File: src/pkg/cpu_exec_defines.svh
/*
 * Constants of the instruction execution block: register offsets,
 * field positions, reset values and instruction encodings.
 * Assumes inclusion by the design files by bare name.
 */
`ifndef CPU_EXEC_DEFINES_SVH
`define CPU_EXEC_DEFINES_SVH

// ****************************************************************
// register byte offsets and file window select
// ****************************************************************
`define OFF_INSTR       12'h000
`define OFF_WREG        12'h004
`define OFF_STATUS      12'h008
`define OFF_PAGE_LATCH  12'h00C
`define OFF_PC          12'h010
`define OFF_STACK_TOP   12'h014
`define OFF_STACK_PTR   12'h018
`define OFF_WATCHDOG    12'h01C
`define FILE_WIN        3'h1

// ****************************************************************
// status fields and reset values
// ****************************************************************
`define ST_ZERO         2
`define ST_POWERDOWN    3
`define ST_TIMEOUT      4
`define ST_BUSY         8
`define ST_SKIP         9
`define RST_FLAG_HIGH   1'b1
`define RST_ZERO        1'b0

// ****************************************************************
// instruction encodings
// ****************************************************************
`define ENC_AND_LIT     6'h39
`define ENC_AND_FILE    6'h05
`define ENC_SKIP_CLR    4'h6
`define ENC_SKIP_SET    4'h7
`define ENC_WATCHDOG_CLR 14'h0064
`define ENC_CALL        3'h4

// ****************************************************************
// bus responses
// ****************************************************************
`define RESP_OKAY       2'h0
`define RESP_SLVERR     2'h2

`endif

File: src/pkg/cpu_exec_pkg.sv
/*
 * Types of the instruction execution block.
 * Assumes nothing beyond a SystemVerilog compiler.
 */
package cpu_exec_pkg;

    typedef enum logic [2:0]
    {
        OP_NONE      = 3'h0,
        OP_AND_LIT   = 3'h1,
        OP_AND_FILE  = 3'h2,
        OP_SKIP_CLR  = 3'h3,
        OP_SKIP_SET  = 3'h4,
        OP_WATCHDOG_CLR = 3'h5,
        OP_CALL      = 3'h6
    } op_type;

    typedef enum logic [1:0]
    {
        ST_IDLE = 2'h0,
        ST_EXEC = 2'h1,
        ST_SLOT = 2'h2
    } exec_state_type;

endpackage

File: src/design/file_mem.sv
/*
 * File register memory: one write port, two asynchronous read ports.
 * Assumes the owner never writes from two sources in one cycle.
 */
`timescale 1ns/1ps
`default_nettype none

module file_mem
#(
    parameter int DEPTH = 128,
    parameter int AW    = 7
)
(
    // clock
    input  wire logic          aclk,
    // write port
    input  wire logic          we,
    input  wire logic [AW-1:0] waddr,
    input  wire logic [7:0]    wdata,
    // read ports
    input  wire logic [AW-1:0] raddr_a,
    output logic      [7:0]    rdata_a,
    input  wire logic [AW-1:0] raddr_b,
    output logic      [7:0]    rdata_b
);

    logic [7:0] mem [DEPTH];

    always_ff @(posedge aclk)
    begin
        if (we)
        begin
            mem[waddr] <= wdata;
        end
    end

    assign rdata_a = mem[raddr_a];
    assign rdata_b = mem[raddr_b];

endmodule // file_mem

`default_nettype wire

File: src/design/exec_alu.sv
/*
 * Instruction decode and result computation, purely combinational.
 * Assumes the file operand is already read from the addressed register.
 */
`timescale 1ns/1ps
`default_nettype none

`include "cpu_exec_defines.svh"

module exec_alu
(
    // operands
    input  wire logic [13:0]         instr,
    input  wire logic [7:0]          wreg,
    input  wire logic [7:0]          fdata,
    // decoded results
    output cpu_exec_pkg::op_type     op,
    output logic      [7:0]          result,
    output logic                     result_zero,
    output logic                     dest_file,
    output logic                     tested_bit
);
    import cpu_exec_pkg::*;

    function automatic op_type decode_op(input logic [13:0] i);
        if (i[13:8] == `ENC_AND_LIT)        return OP_AND_LIT;
        else if (i[13:8] == `ENC_AND_FILE)  return OP_AND_FILE;
        else if (i[13:10] == `ENC_SKIP_CLR) return OP_SKIP_CLR;
        else if (i[13:10] == `ENC_SKIP_SET) return OP_SKIP_SET;
        else if (i == `ENC_WATCHDOG_CLR)    return OP_WATCHDOG_CLR;
        else if (i[13:11] == `ENC_CALL)     return OP_CALL;
        else                                return OP_NONE;
    endfunction

    always_comb
    begin
        op = decode_op(instr);
        // literal operand for the literal form, file operand otherwise
        result = (op == OP_AND_LIT) ? (wreg & instr[7:0]) : (wreg & fdata);
        result_zero = (result == 8'h00);
        dest_file = instr[7];
        tested_bit = fdata[instr[9:7]];
    end

endmodule // exec_alu

`default_nettype wire

File: src/design/cpu_logic_skip_call_exec.sv
/*
 * Execution logic for literal/file AND, bit test and skip, watchdog
 * clear and subroutine call, with an AXI4-Lite register slave.
 * Assumes a single clock aclk and synchronous active-low aresetn;
 * software issues one instruction per write to the instruction register.
 */
// Functional notes
// - literal AND: working register AND 8-bit literal to working register, zero flag only
// - file AND: working register AND addressed file register, only zero flag updated
// - file AND destination bit zero writes working register, one writes file register
// - skip-if-clear: tested bit zero discards next instruction as a no-op
// - skip-if-set: tested bit one discards next instruction as a no-op
// - watchdog clear zeroes the watchdog counter and its prescaler
// - watchdog clear sets the timeout and powerdown status bits
// - call pushes address of following instruction onto the return stack
// - call loads its 11-bit target into program counter bits 10 to 0
// - call fills program counter bits 12 and 11 from page latch bits 4 and 3
// - call takes two cycles, the second an idle slot
`timescale 1ns/1ps
`default_nettype none

`include "cpu_exec_defines.svh"

module cpu_logic_skip_call_exec
#(
    parameter int ADDR_W      = 12,
    parameter int STACK_DEPTH = 8,
    parameter int WDT_W       = 8,
    parameter int PRE_W       = 8
)
(
    // clock and reset
    input  wire logic              aclk,
    input  wire logic              aresetn,
    // write address
    input  wire logic [ADDR_W-1:0] awaddr,
    input  wire logic [2:0]        awprot,
    input  wire logic              awvalid,
    output logic                   awready,
    // write data
    input  wire logic [31:0]       wdata,
    input  wire logic [3:0]        wstrb,
    input  wire logic              wvalid,
    output logic                   wready,
    // write response
    output logic      [1:0]        bresp,
    output logic                   bvalid,
    input  wire logic              bready,
    // read address
    input  wire logic [ADDR_W-1:0] araddr,
    input  wire logic [2:0]        arprot,
    input  wire logic              arvalid,
    output logic                   arready,
    // read data
    output logic      [31:0]       rdata,
    output logic      [1:0]        rresp,
    output logic                   rvalid,
    input  wire logic              rready
);
    import cpu_exec_pkg::*;

    localparam int SP_W = $clog2(STACK_DEPTH);

    // ****************************************************************
    // state
    // ****************************************************************
    exec_state_type    state;
    logic [13:0]       instr;
    logic [7:0]        wreg;
    logic              zero;
    logic              timeout_flag;
    logic              powerdown_flag;
    logic [4:0]        pc_page_latch;
    logic [12:0]       program_counter;
    logic [12:0]       stack_mem [STACK_DEPTH];
    logic [SP_W-1:0]   stack_ptr;
    logic [12:0]       stack_top;
    logic              skip_pending;
    logic [WDT_W-1:0]  watchdog_counter;
    logic [PRE_W-1:0]  watchdog_prescale;
    logic [ADDR_W-1:0] aw_addr;
    logic              aw_full;
    logic [31:0]       w_data;
    logic [3:0]        w_strb;
    logic              w_full;
    op_type            op;
    logic [7:0]        result;
    logic              result_zero;
    logic              dest_file;
    logic              tested_bit;
    logic [7:0]        fdata_exec;
    logic [7:0]        fdata_rd;
    logic              commit;
    logic              exec_fire;
    logic              live;
    logic [31:0]       wr_val;
    logic              file_we;

    function automatic logic [12:0] pc_plus_one(input logic [12:0] p);
        return p + 13'h0001;
    endfunction

    function automatic logic is_file(input logic [ADDR_W-1:0] a);
        return (a[11:9] == `FILE_WIN) && (a[1:0] == 2'h0);
    endfunction

    function automatic logic addr_hit(input logic [ADDR_W-1:0] a);
        return is_file(a) || (a <= `OFF_WATCHDOG && a[1:0] == 2'h0);
    endfunction

    // current word at an address; file data supplied by the caller
    function automatic logic [31:0] read_mux(input logic [ADDR_W-1:0] a,
                                             input logic [7:0] f);
        logic [31:0] v;
        v = 32'h0000_0000;
        if (is_file(a))
            v[7:0] = f;
        else
        begin
            unique case (a)
                `OFF_INSTR:      v[13:0] = instr;
                `OFF_WREG:       v[7:0] = wreg;
                `OFF_STATUS:
                begin
                    v[`ST_ZERO] = zero;
                    v[`ST_POWERDOWN] = powerdown_flag;
                    v[`ST_TIMEOUT] = timeout_flag;
                    v[`ST_BUSY] = (state != ST_IDLE);
                    v[`ST_SKIP] = skip_pending;
                end
                `OFF_PAGE_LATCH: v[4:0] = pc_page_latch;
                `OFF_PC:         v[12:0] = program_counter;
                `OFF_STACK_TOP:  v[12:0] = stack_top;
                `OFF_STACK_PTR:  v[SP_W-1:0] = stack_ptr;
                `OFF_WATCHDOG:   v[15:0] = {8'(watchdog_prescale), 8'(watchdog_counter)};
                default:         v = 32'h0000_0000;
            endcase
        end
        return v;
    endfunction

    function automatic logic [31:0] merge(input logic [31:0] o, input logic [31:0] n,
                                          input logic [3:0] s);
        logic [31:0] m;
        m = o;
        for (int i = 0; i < 4; i++)
            if (s[i])
                m[i*8 +: 8] = n[i*8 +: 8];
        return m;
    endfunction

    // ****************************************************************
    // datapath instances
    // ****************************************************************
    exec_alu u_alu
    (
        .instr       (instr),
        .wreg        (wreg),
        .fdata       (fdata_exec),
        .op          (op),
        .result      (result),
        .result_zero (result_zero),
        .dest_file   (dest_file),
        .tested_bit  (tested_bit)
    );

    file_mem u_file
    (
        .aclk    (aclk),
        .we      (file_we),
        .waddr   (exec_fire ? instr[6:0] : aw_addr[8:2]),
        .wdata   (exec_fire ? result : wr_val[7:0]),
        .raddr_a (exec_fire ? instr[6:0] : aw_addr[8:2]),
        .rdata_a (fdata_exec),
        .raddr_b (araddr[8:2]),
        .rdata_b (fdata_rd)
    );

    // bus writes commit only while idle, so they never meet an execution
    assign commit = aw_full && w_full && !bvalid && (state == ST_IDLE);
    assign exec_fire = (state == ST_EXEC);
    assign live = exec_fire && !skip_pending;
    // a process, not an assign, so register changes seen inside read_mux re-evaluate it
    always_comb
    begin
        wr_val = merge(read_mux(aw_addr, fdata_exec), w_data, w_strb);
    end
    assign stack_top = stack_mem[stack_ptr - SP_W'(1)];
    assign file_we = (live && op == OP_AND_FILE && dest_file)
                   || (commit && is_file(aw_addr));

    // ****************************************************************
    // AXI4-Lite write channels
    // ****************************************************************
    always_ff @(posedge aclk)
    begin
        if (!aresetn)
        begin
            aw_full <= 1'b0;
            awready <= 1'b1;
            aw_addr <= '0;
        end
        else if (awvalid && awready)
        begin
            aw_full <= 1'b1;
            awready <= 1'b0;
            aw_addr <= awaddr;
        end
        else if (commit)
        begin
            aw_full <= 1'b0;
            awready <= 1'b1;
        end
    end

    always_ff @(posedge aclk)
    begin
        if (!aresetn)
        begin
            w_full <= 1'b0;
            wready <= 1'b1;
            w_data <= 32'h0000_0000;
            w_strb <= 4'h0;
        end
        else if (wvalid && wready)
        begin
            w_full <= 1'b1;
            wready <= 1'b0;
            w_data <= wdata;
            w_strb <= wstrb;
        end
        else if (commit)
        begin
            w_full <= 1'b0;
            wready <= 1'b1;
        end
    end

    always_ff @(posedge aclk)
    begin
        if (!aresetn)
        begin
            bvalid <= 1'b0;
            bresp <= `RESP_OKAY;
        end
        else if (commit)
        begin
            bvalid <= 1'b1;
            bresp <= addr_hit(aw_addr) ? `RESP_OKAY : `RESP_SLVERR;
        end
        else if (bready)
        begin
            bvalid <= 1'b0;
        end
    end

    // ****************************************************************
    // AXI4-Lite read channels
    // ****************************************************************
    always_ff @(posedge aclk)
    begin
        if (!aresetn)
        begin
            arready <= 1'b1;
            rvalid <= 1'b0;
            rdata <= 32'h0000_0000;
            rresp <= `RESP_OKAY;
        end
        else if (arvalid && arready)
        begin
            arready <= 1'b0;
            rvalid <= 1'b1;
            rdata <= addr_hit(araddr) ? read_mux(araddr, fdata_rd) : 32'h0000_0000;
            rresp <= addr_hit(araddr) ? `RESP_OKAY : `RESP_SLVERR;
        end
        else if (rvalid && rready)
        begin
            arready <= 1'b1;
            rvalid <= 1'b0;
        end
    end

    // ****************************************************************
    // instruction sequencing
    // ****************************************************************
    always_ff @(posedge aclk)
    begin
        if (!aresetn)
            instr <= 14'h0000;
        else if (commit && aw_addr == `OFF_INSTR)
            instr <= wr_val[13:0];
    end

    always_ff @(posedge aclk)
    begin
        if (!aresetn)
            state <= ST_IDLE;
        else
        begin
            unique case (state)
                ST_IDLE: if (commit && aw_addr == `OFF_INSTR) state <= ST_EXEC;
                ST_EXEC: state <= (live && op == OP_CALL) ? ST_SLOT : ST_IDLE;
                ST_SLOT: state <= ST_IDLE;
                default: state <= ST_IDLE;
            endcase
        end
    end

    always_ff @(posedge aclk)
    begin
        if (!aresetn)
            skip_pending <= 1'b0;
        else if (live && op == OP_SKIP_CLR && !tested_bit)
            skip_pending <= 1'b1;
        else if (live && op == OP_SKIP_SET && tested_bit)
            skip_pending <= 1'b1;
        else if (exec_fire)
            skip_pending <= 1'b0;
    end

    // ****************************************************************
    // working register and status
    // ****************************************************************
    always_ff @(posedge aclk)
    begin
        if (!aresetn)
            wreg <= 8'h00;
        else if (live && (op == OP_AND_LIT || (op == OP_AND_FILE && !dest_file)))
            wreg <= result;
        else if (commit && aw_addr == `OFF_WREG)
            wreg <= wr_val[7:0];
    end

    always_ff @(posedge aclk)
    begin
        if (!aresetn)
            zero <= `RST_ZERO;
        else if (live && (op == OP_AND_LIT || op == OP_AND_FILE))
            zero <= result_zero;
        else if (commit && aw_addr == `OFF_STATUS)
            zero <= wr_val[`ST_ZERO];
    end

    // software may clear these; the instruction set wins over any clear
    always_ff @(posedge aclk)
    begin
        if (!aresetn)
        begin
            timeout_flag <= `RST_FLAG_HIGH;
            powerdown_flag <= `RST_FLAG_HIGH;
        end
        else if (live && op == OP_WATCHDOG_CLR)
        begin
            timeout_flag <= 1'b1;
            powerdown_flag <= 1'b1;
        end
        else if (commit && aw_addr == `OFF_STATUS)
        begin
            timeout_flag <= wr_val[`ST_TIMEOUT];
            powerdown_flag <= wr_val[`ST_POWERDOWN];
        end
    end

    always_ff @(posedge aclk)
    begin
        if (!aresetn)
        begin
            watchdog_prescale <= '0;
            watchdog_counter <= '0;
        end
        else if (live && op == OP_WATCHDOG_CLR)
        begin
            watchdog_prescale <= '0;
            watchdog_counter <= '0;
        end
        else
        begin
            watchdog_prescale <= watchdog_prescale + PRE_W'(1);
            if (&watchdog_prescale)
                watchdog_counter <= watchdog_counter + WDT_W'(1);
        end
    end

    // ****************************************************************
    // program counter and return stack
    // ****************************************************************
    always_ff @(posedge aclk)
    begin
        if (!aresetn)
            pc_page_latch <= 5'h00;
        else if (commit && aw_addr == `OFF_PAGE_LATCH)
            pc_page_latch <= wr_val[4:0];
    end

    always_ff @(posedge aclk)
    begin
        if (!aresetn)
            program_counter <= 13'h0000;
        else if (live && op == OP_CALL)
            program_counter <= {pc_page_latch[4:3], instr[10:0]};
        else if (exec_fire)
            program_counter <= pc_plus_one(program_counter);
        else if (commit && aw_addr == `OFF_PC)
            program_counter <= wr_val[12:0];
    end

    // the stack wraps on overflow, as a fixed-depth hardware stack does
    always_ff @(posedge aclk)
    begin
        if (!aresetn)
            stack_ptr <= '0;
        else if (live && op == OP_CALL)
        begin
            stack_mem[stack_ptr] <= pc_plus_one(program_counter);
            stack_ptr <= stack_ptr + SP_W'(1);
        end
    end
endmodule // cpu_logic_skip_call_exec

`default_nettype wire

File: config.mk
export PLATFORM = sky130hd
export DESIGN_NAME = cpu_logic_skip_call_exec
export DESIGN_NICKNAME = d
export VERILOG_FILES = /design/src/pkg/cpu_exec_pkg.sv /design/src/design/file_mem.sv /design/src/design/exec_alu.sv /design/src/design/cpu_logic_skip_call_exec.sv
export VERILOG_INCLUDE_DIRS = /design/src /design/src/pkg
export SDC_FILE = /design/constraint.sdc
export NUM_CORES = 2
export LEC_CHECK = 0
export BUFFER_PORTS_ARGS = -buffer_cell sky130_fd_sc_hd__buf_2
export CORE_MARGIN = 8
export CORE_UTILIZATION = 68
export DETAILED_ROUTE_END_ITERATION = 7
export PLACE_DENSITY = 0.85
export SYNTH_ARGS = -nofsm -noshare
export SYNTH_HDL_FRONTEND = slang
export SYNTH_HIERARCHICAL = 1
export SYNTH_SLANG_ARGS = --single-unit
File: constraint.sdc
create_clock -name aclk -period 16.23 [get_ports aclk]
set_input_delay 3.246 -clock aclk [delete_from_list [all_inputs] [get_ports aclk]]
set_output_delay 3.246 -clock aclk [all_outputs]
set_load 0.01 [all_outputs]
==> key figures <==
Clock tree
  – Root Driver: clkbuf_16
  – CTS Buf Count: 121
  – Skew-Pair Late Insertion Delay: 0.74 ns
  – Clock sinks: 1246
  – CTS tree: yes
  – Hold_buf cts: 0
  – Clock-pin slew on the worst setup and hold paths: 0.06 ns
  – H-tree depth: 3
  – Setup Buffers After CTS: 0
  – Clock tree buffer depth: 3
  – PostCTS Resize Cnt: 0

Yosys
  – Post-synth EDFFs: 1128
  – Syn_area_per_cell: 18.4 µm²
  – Ys flop type: edfxtp_1
  – Register bit total from synthesis: 1246
  – Cells after Synth: 3202
  – Netlist Area Pre-Place: 59000 µm²
  – FFs w/ async S/R, synth: 0
  – YS warnings: 6
  – Seq/Total Area, Yosys: 0.615
  – Library cells used by synthesis: 80

STA
  – Setup TNS: 0 ns
  – Fmax achieved: 123 MHz
  – Fin crit share: 0.501
  – Final max-slew violation count: 0
  – Skew final: 0.0487 ns
  – Min Tclk post-route: 8.13 ns
  – RSZ-0062 raised after global routing: no
  – Rel. slew slack: 0.0153
  – Final Hold Fails: 0
  – Worst Tran Pin Value: 1.48 ns
  – # setup viols final: 0

Detailed routing
  – Vias per cell: 8.18
  – TritonRoute pass-1 iters: 8
  – 1st-iter DRT viols: 6613
  – Via Count: 36700
  – DRT antenna net count: 0
  – DRC: 0
  – Post-Route WL: 182000 µm
  – WL/cell: 40.5 µm

Global route
  – Gr ovfl total: 0
  – Vias in the first global route: 36800
  – Antenna violations before repair: 12
  – Gr usage total: 0.381
  – Global-route wire length before repair: 263000 µm
  – Largest net degree at the start of global routing: 137

Cells and area
  – Layout cell share with drive strength beyond 1: 0.331
  – Post-route insts no fill: 4484
  – Multi-input logic area: 21700 µm²
  – Fill cell count: 4322
  – Final net count: 3296
  – Reg area: 36200 µm²
  – Area Growth Syn to Fin: 9.06%

Power and ir drop
  – Internal power: 0.00536 W
  – Power share of the clock group: 0.405
  – Leak Pwr: 19.8 nW
  – Seq pwr share: 0.506
  – Total power: 0.00702 W
  – Maximum vdd drop: 0.116 mV
  – Psw: 0.00166 W
  – Pwr dens: 109 nW/µm²
  – Net Sw Frac: 0.237
  – Comb power frac: 0.089

Worst setup path
  – Arrival time worst endpoint: 8.40 ns
  – Critical Path Fanout Max: 91
  – Worst setup startpoint: state[0]
  – Crit path kind: flip-flop to flip-flop
  – Req. time, crit path: 16.50 ns
  – Worst r2r src: state[0]
  – Startpoint Class: flip-flop
  – R2r endpoint: u_file/mem[114][4]
  – Crit end category: flip-flop
  – CP endpoint: u_file/mem[114][4]
  – Cell count of the worst reg-to-reg path: 16
  – R2R Setup Slk: 8.10 ns

Die
  – Die W: 310 µm
  – DIE HEIGHT: 310 µm
  – Core ar.: 86300 µm²
  – # rows: 108
  – Io pins: 114
  – Die area: 96400 µm²
  – Initial cell density of the core: 0.683

Placed design
  – IO buf count: 69
  – Placed cells: 4250
  – Global placement routability congestion: 0.931
  – Hpwl dp: 106000 µm

Run status
  – Status: completed

Min path
  – Hold crit path type: flip-flop to flip-flop

Run
  – Max cap viols: 0
==> logic make-up after synthesis <==
logic type	share of synthesized area
flip-flops	0.615
multiplexers	0.280
AND/OR/NAND/NOR	0.0485
buffers and inverters	0.0222
AO/OA/AOI/OAI	0.0291
XOR/XNOR	0.00401
adder cells (fa/ha/maj)	0.00106
other	0.0000636
==> worst min path at each step <==
stage	start	end	slack (ns)	depth (start not counted)
6_report	w_data[12]	w_data[12]	0.46	2
5_1_grt	w_data[3]	w_data[3]	0.49	2
3_5_place_dp	w_data[4]	w_data[4]	0.45	2
2_1_floorplan	w_data[0]	w_data[0]	0.43	2
3_3_place_gp	w_data[4]	w_data[4]	0.45	2
4_1_cts	w_data[12]	w_data[12]	0.47	2
==> synthesized netlist by cell type (all sizes together) (20+ instances only) <==
library cell  instances  share of area
mux2                 38         0.0073
buf                 131          0.013
mux2i                31         0.0053
nor2                192          0.012
dfxtp               118          0.040
nand2               202          0.013
clkbuf              131         0.0084
nor3                 40         0.0036
nand3                55         0.0047
a21oi                78         0.0066
nand4                22         0.0023
o21ai                50         0.0042
edfxtp             1128           0.57
mux4                701           0.27
nand2b               20         0.0022
==> metal layers <==
| metal | vias up | GRT usage | wire, µm |
|---|---|---|---|
| met5 | - | 0 | 32 |
| met4 | 4 | 0.198 | 12400 |
| met3 | 875 | 0.112 | 25100 |
| met2 | 3768 | 0.610 | 87800 |
| met1 | 18500 | 0.477 | 56500 |
| li1 | 13500 | - | - |
==> stage by stage <==
| step | setup slack (ns) | utilization | hold WS (ns) | instance area [µm²] |
|---|---|---|---|---|
| after floorplan | 6.45 | - | 0.431 | 59000 |
| after global placement | 8.26 | 0.699 | 0.448 | 60400 |
| after detailed placement | 8.15 | 0.699 | 0.453 | 60400 |
| after CTS | 8.05 | 0.744 | 0.466 | 64300 |
| after global routing | 7.72 | 0.744 | 0.488 | 64300 |
| final | 8.10 | 0.745 | 0.464 | 64300 |
==> area by class of cell <==
cell class	count	share of cell area
Sequential cell	1246	0.564
Antenna cell	9	0.000350
Tap cell	1155	0.0225
Clock buffer	139	0.0485
Multi-Input combinational cell	1694	0.338
Inverter	17	0.000992
Timing Repair Buffer	138	0.0142
Clock inverter	86	0.0125
==> power by group through the flow <==
| stage | Combinational [W] | Clock, W | Sequential [W] |
|---|---|---|---|
| after global placement | 0.000563 | 0 | 0.00362 |
| after floorplan | 0.000395 | 0 | 0.00364 |
| after CTS | 0.000603 | 0.00285 | 0.00355 |
| after detailed placement | 0.000588 | 0 | 0.00362 |
| final | 0.000626 | 0.00285 | 0.00355 |
| after global routing | 0.000634 | 0.00296 | 0.00355 |
==> worst max-delay path: stages, from the launching register on <==
cell      delay [ns]
dfxtp_1         0.40
nor2b_4         0.16
buf_4           0.46
nand2_1         0.18
nand2_4         0.35
buf_12          0.63
buf_4           0.88
buf_4           0.72
mux4_2          0.59
mux4_2          0.60
mux4_2          0.56
mux2_2          0.34
a221oi_1        0.28
nand4_1         0.16
nand2_1         0.26
o21ai_4         0.33
buf_4           0.53
==> layout by cell type, fill, tap and decap left out, drive strengths merged, types with 13 or more instances in the layout <==
master / netlist / final
a21oi: 78 / 78
mux2i: 31 / 31
nor2b: 18 / 18
buf: 131 / 138
clkinv: 0 / 62
clkbuf: 131 / 139
inv: 17 / 22
nor2: 192 / 192
nor3: 40 / 40
a22oi: 14 / 14
a31oi: 13 / 13
xnor2: 13 / 13
a221oi: 14 / 14
nand4: 22 / 22
nand3: 55 / 55
nand2: 202 / 202
mux2: 38 / 38
xor2: 14 / 14
dfxtp: 118 / 118
nand2b: 20 / 20
conb: 1 / 18
edfxtp: 1128 / 1128
o21ai: 50 / 50
bufinv: 0 / 13
mux4: 701 / 701
o22ai: 13 / 13
==> flip-flops by register name (all words and copies together), names as in the netlist, 2 cells and up <==
signal and cells:
state 2, aw_addr 12, stack_ptr 3, pc_page_latch 5
w_strb 2, stack_mem 104, instr 14, u_file/mem 1024
w_data 14, watchdog_counter 8, watchdog_prescale 8, program_counter 13
wreg 8, rdata 16
No activity file was read; power rests on OpenSTA's default activity.
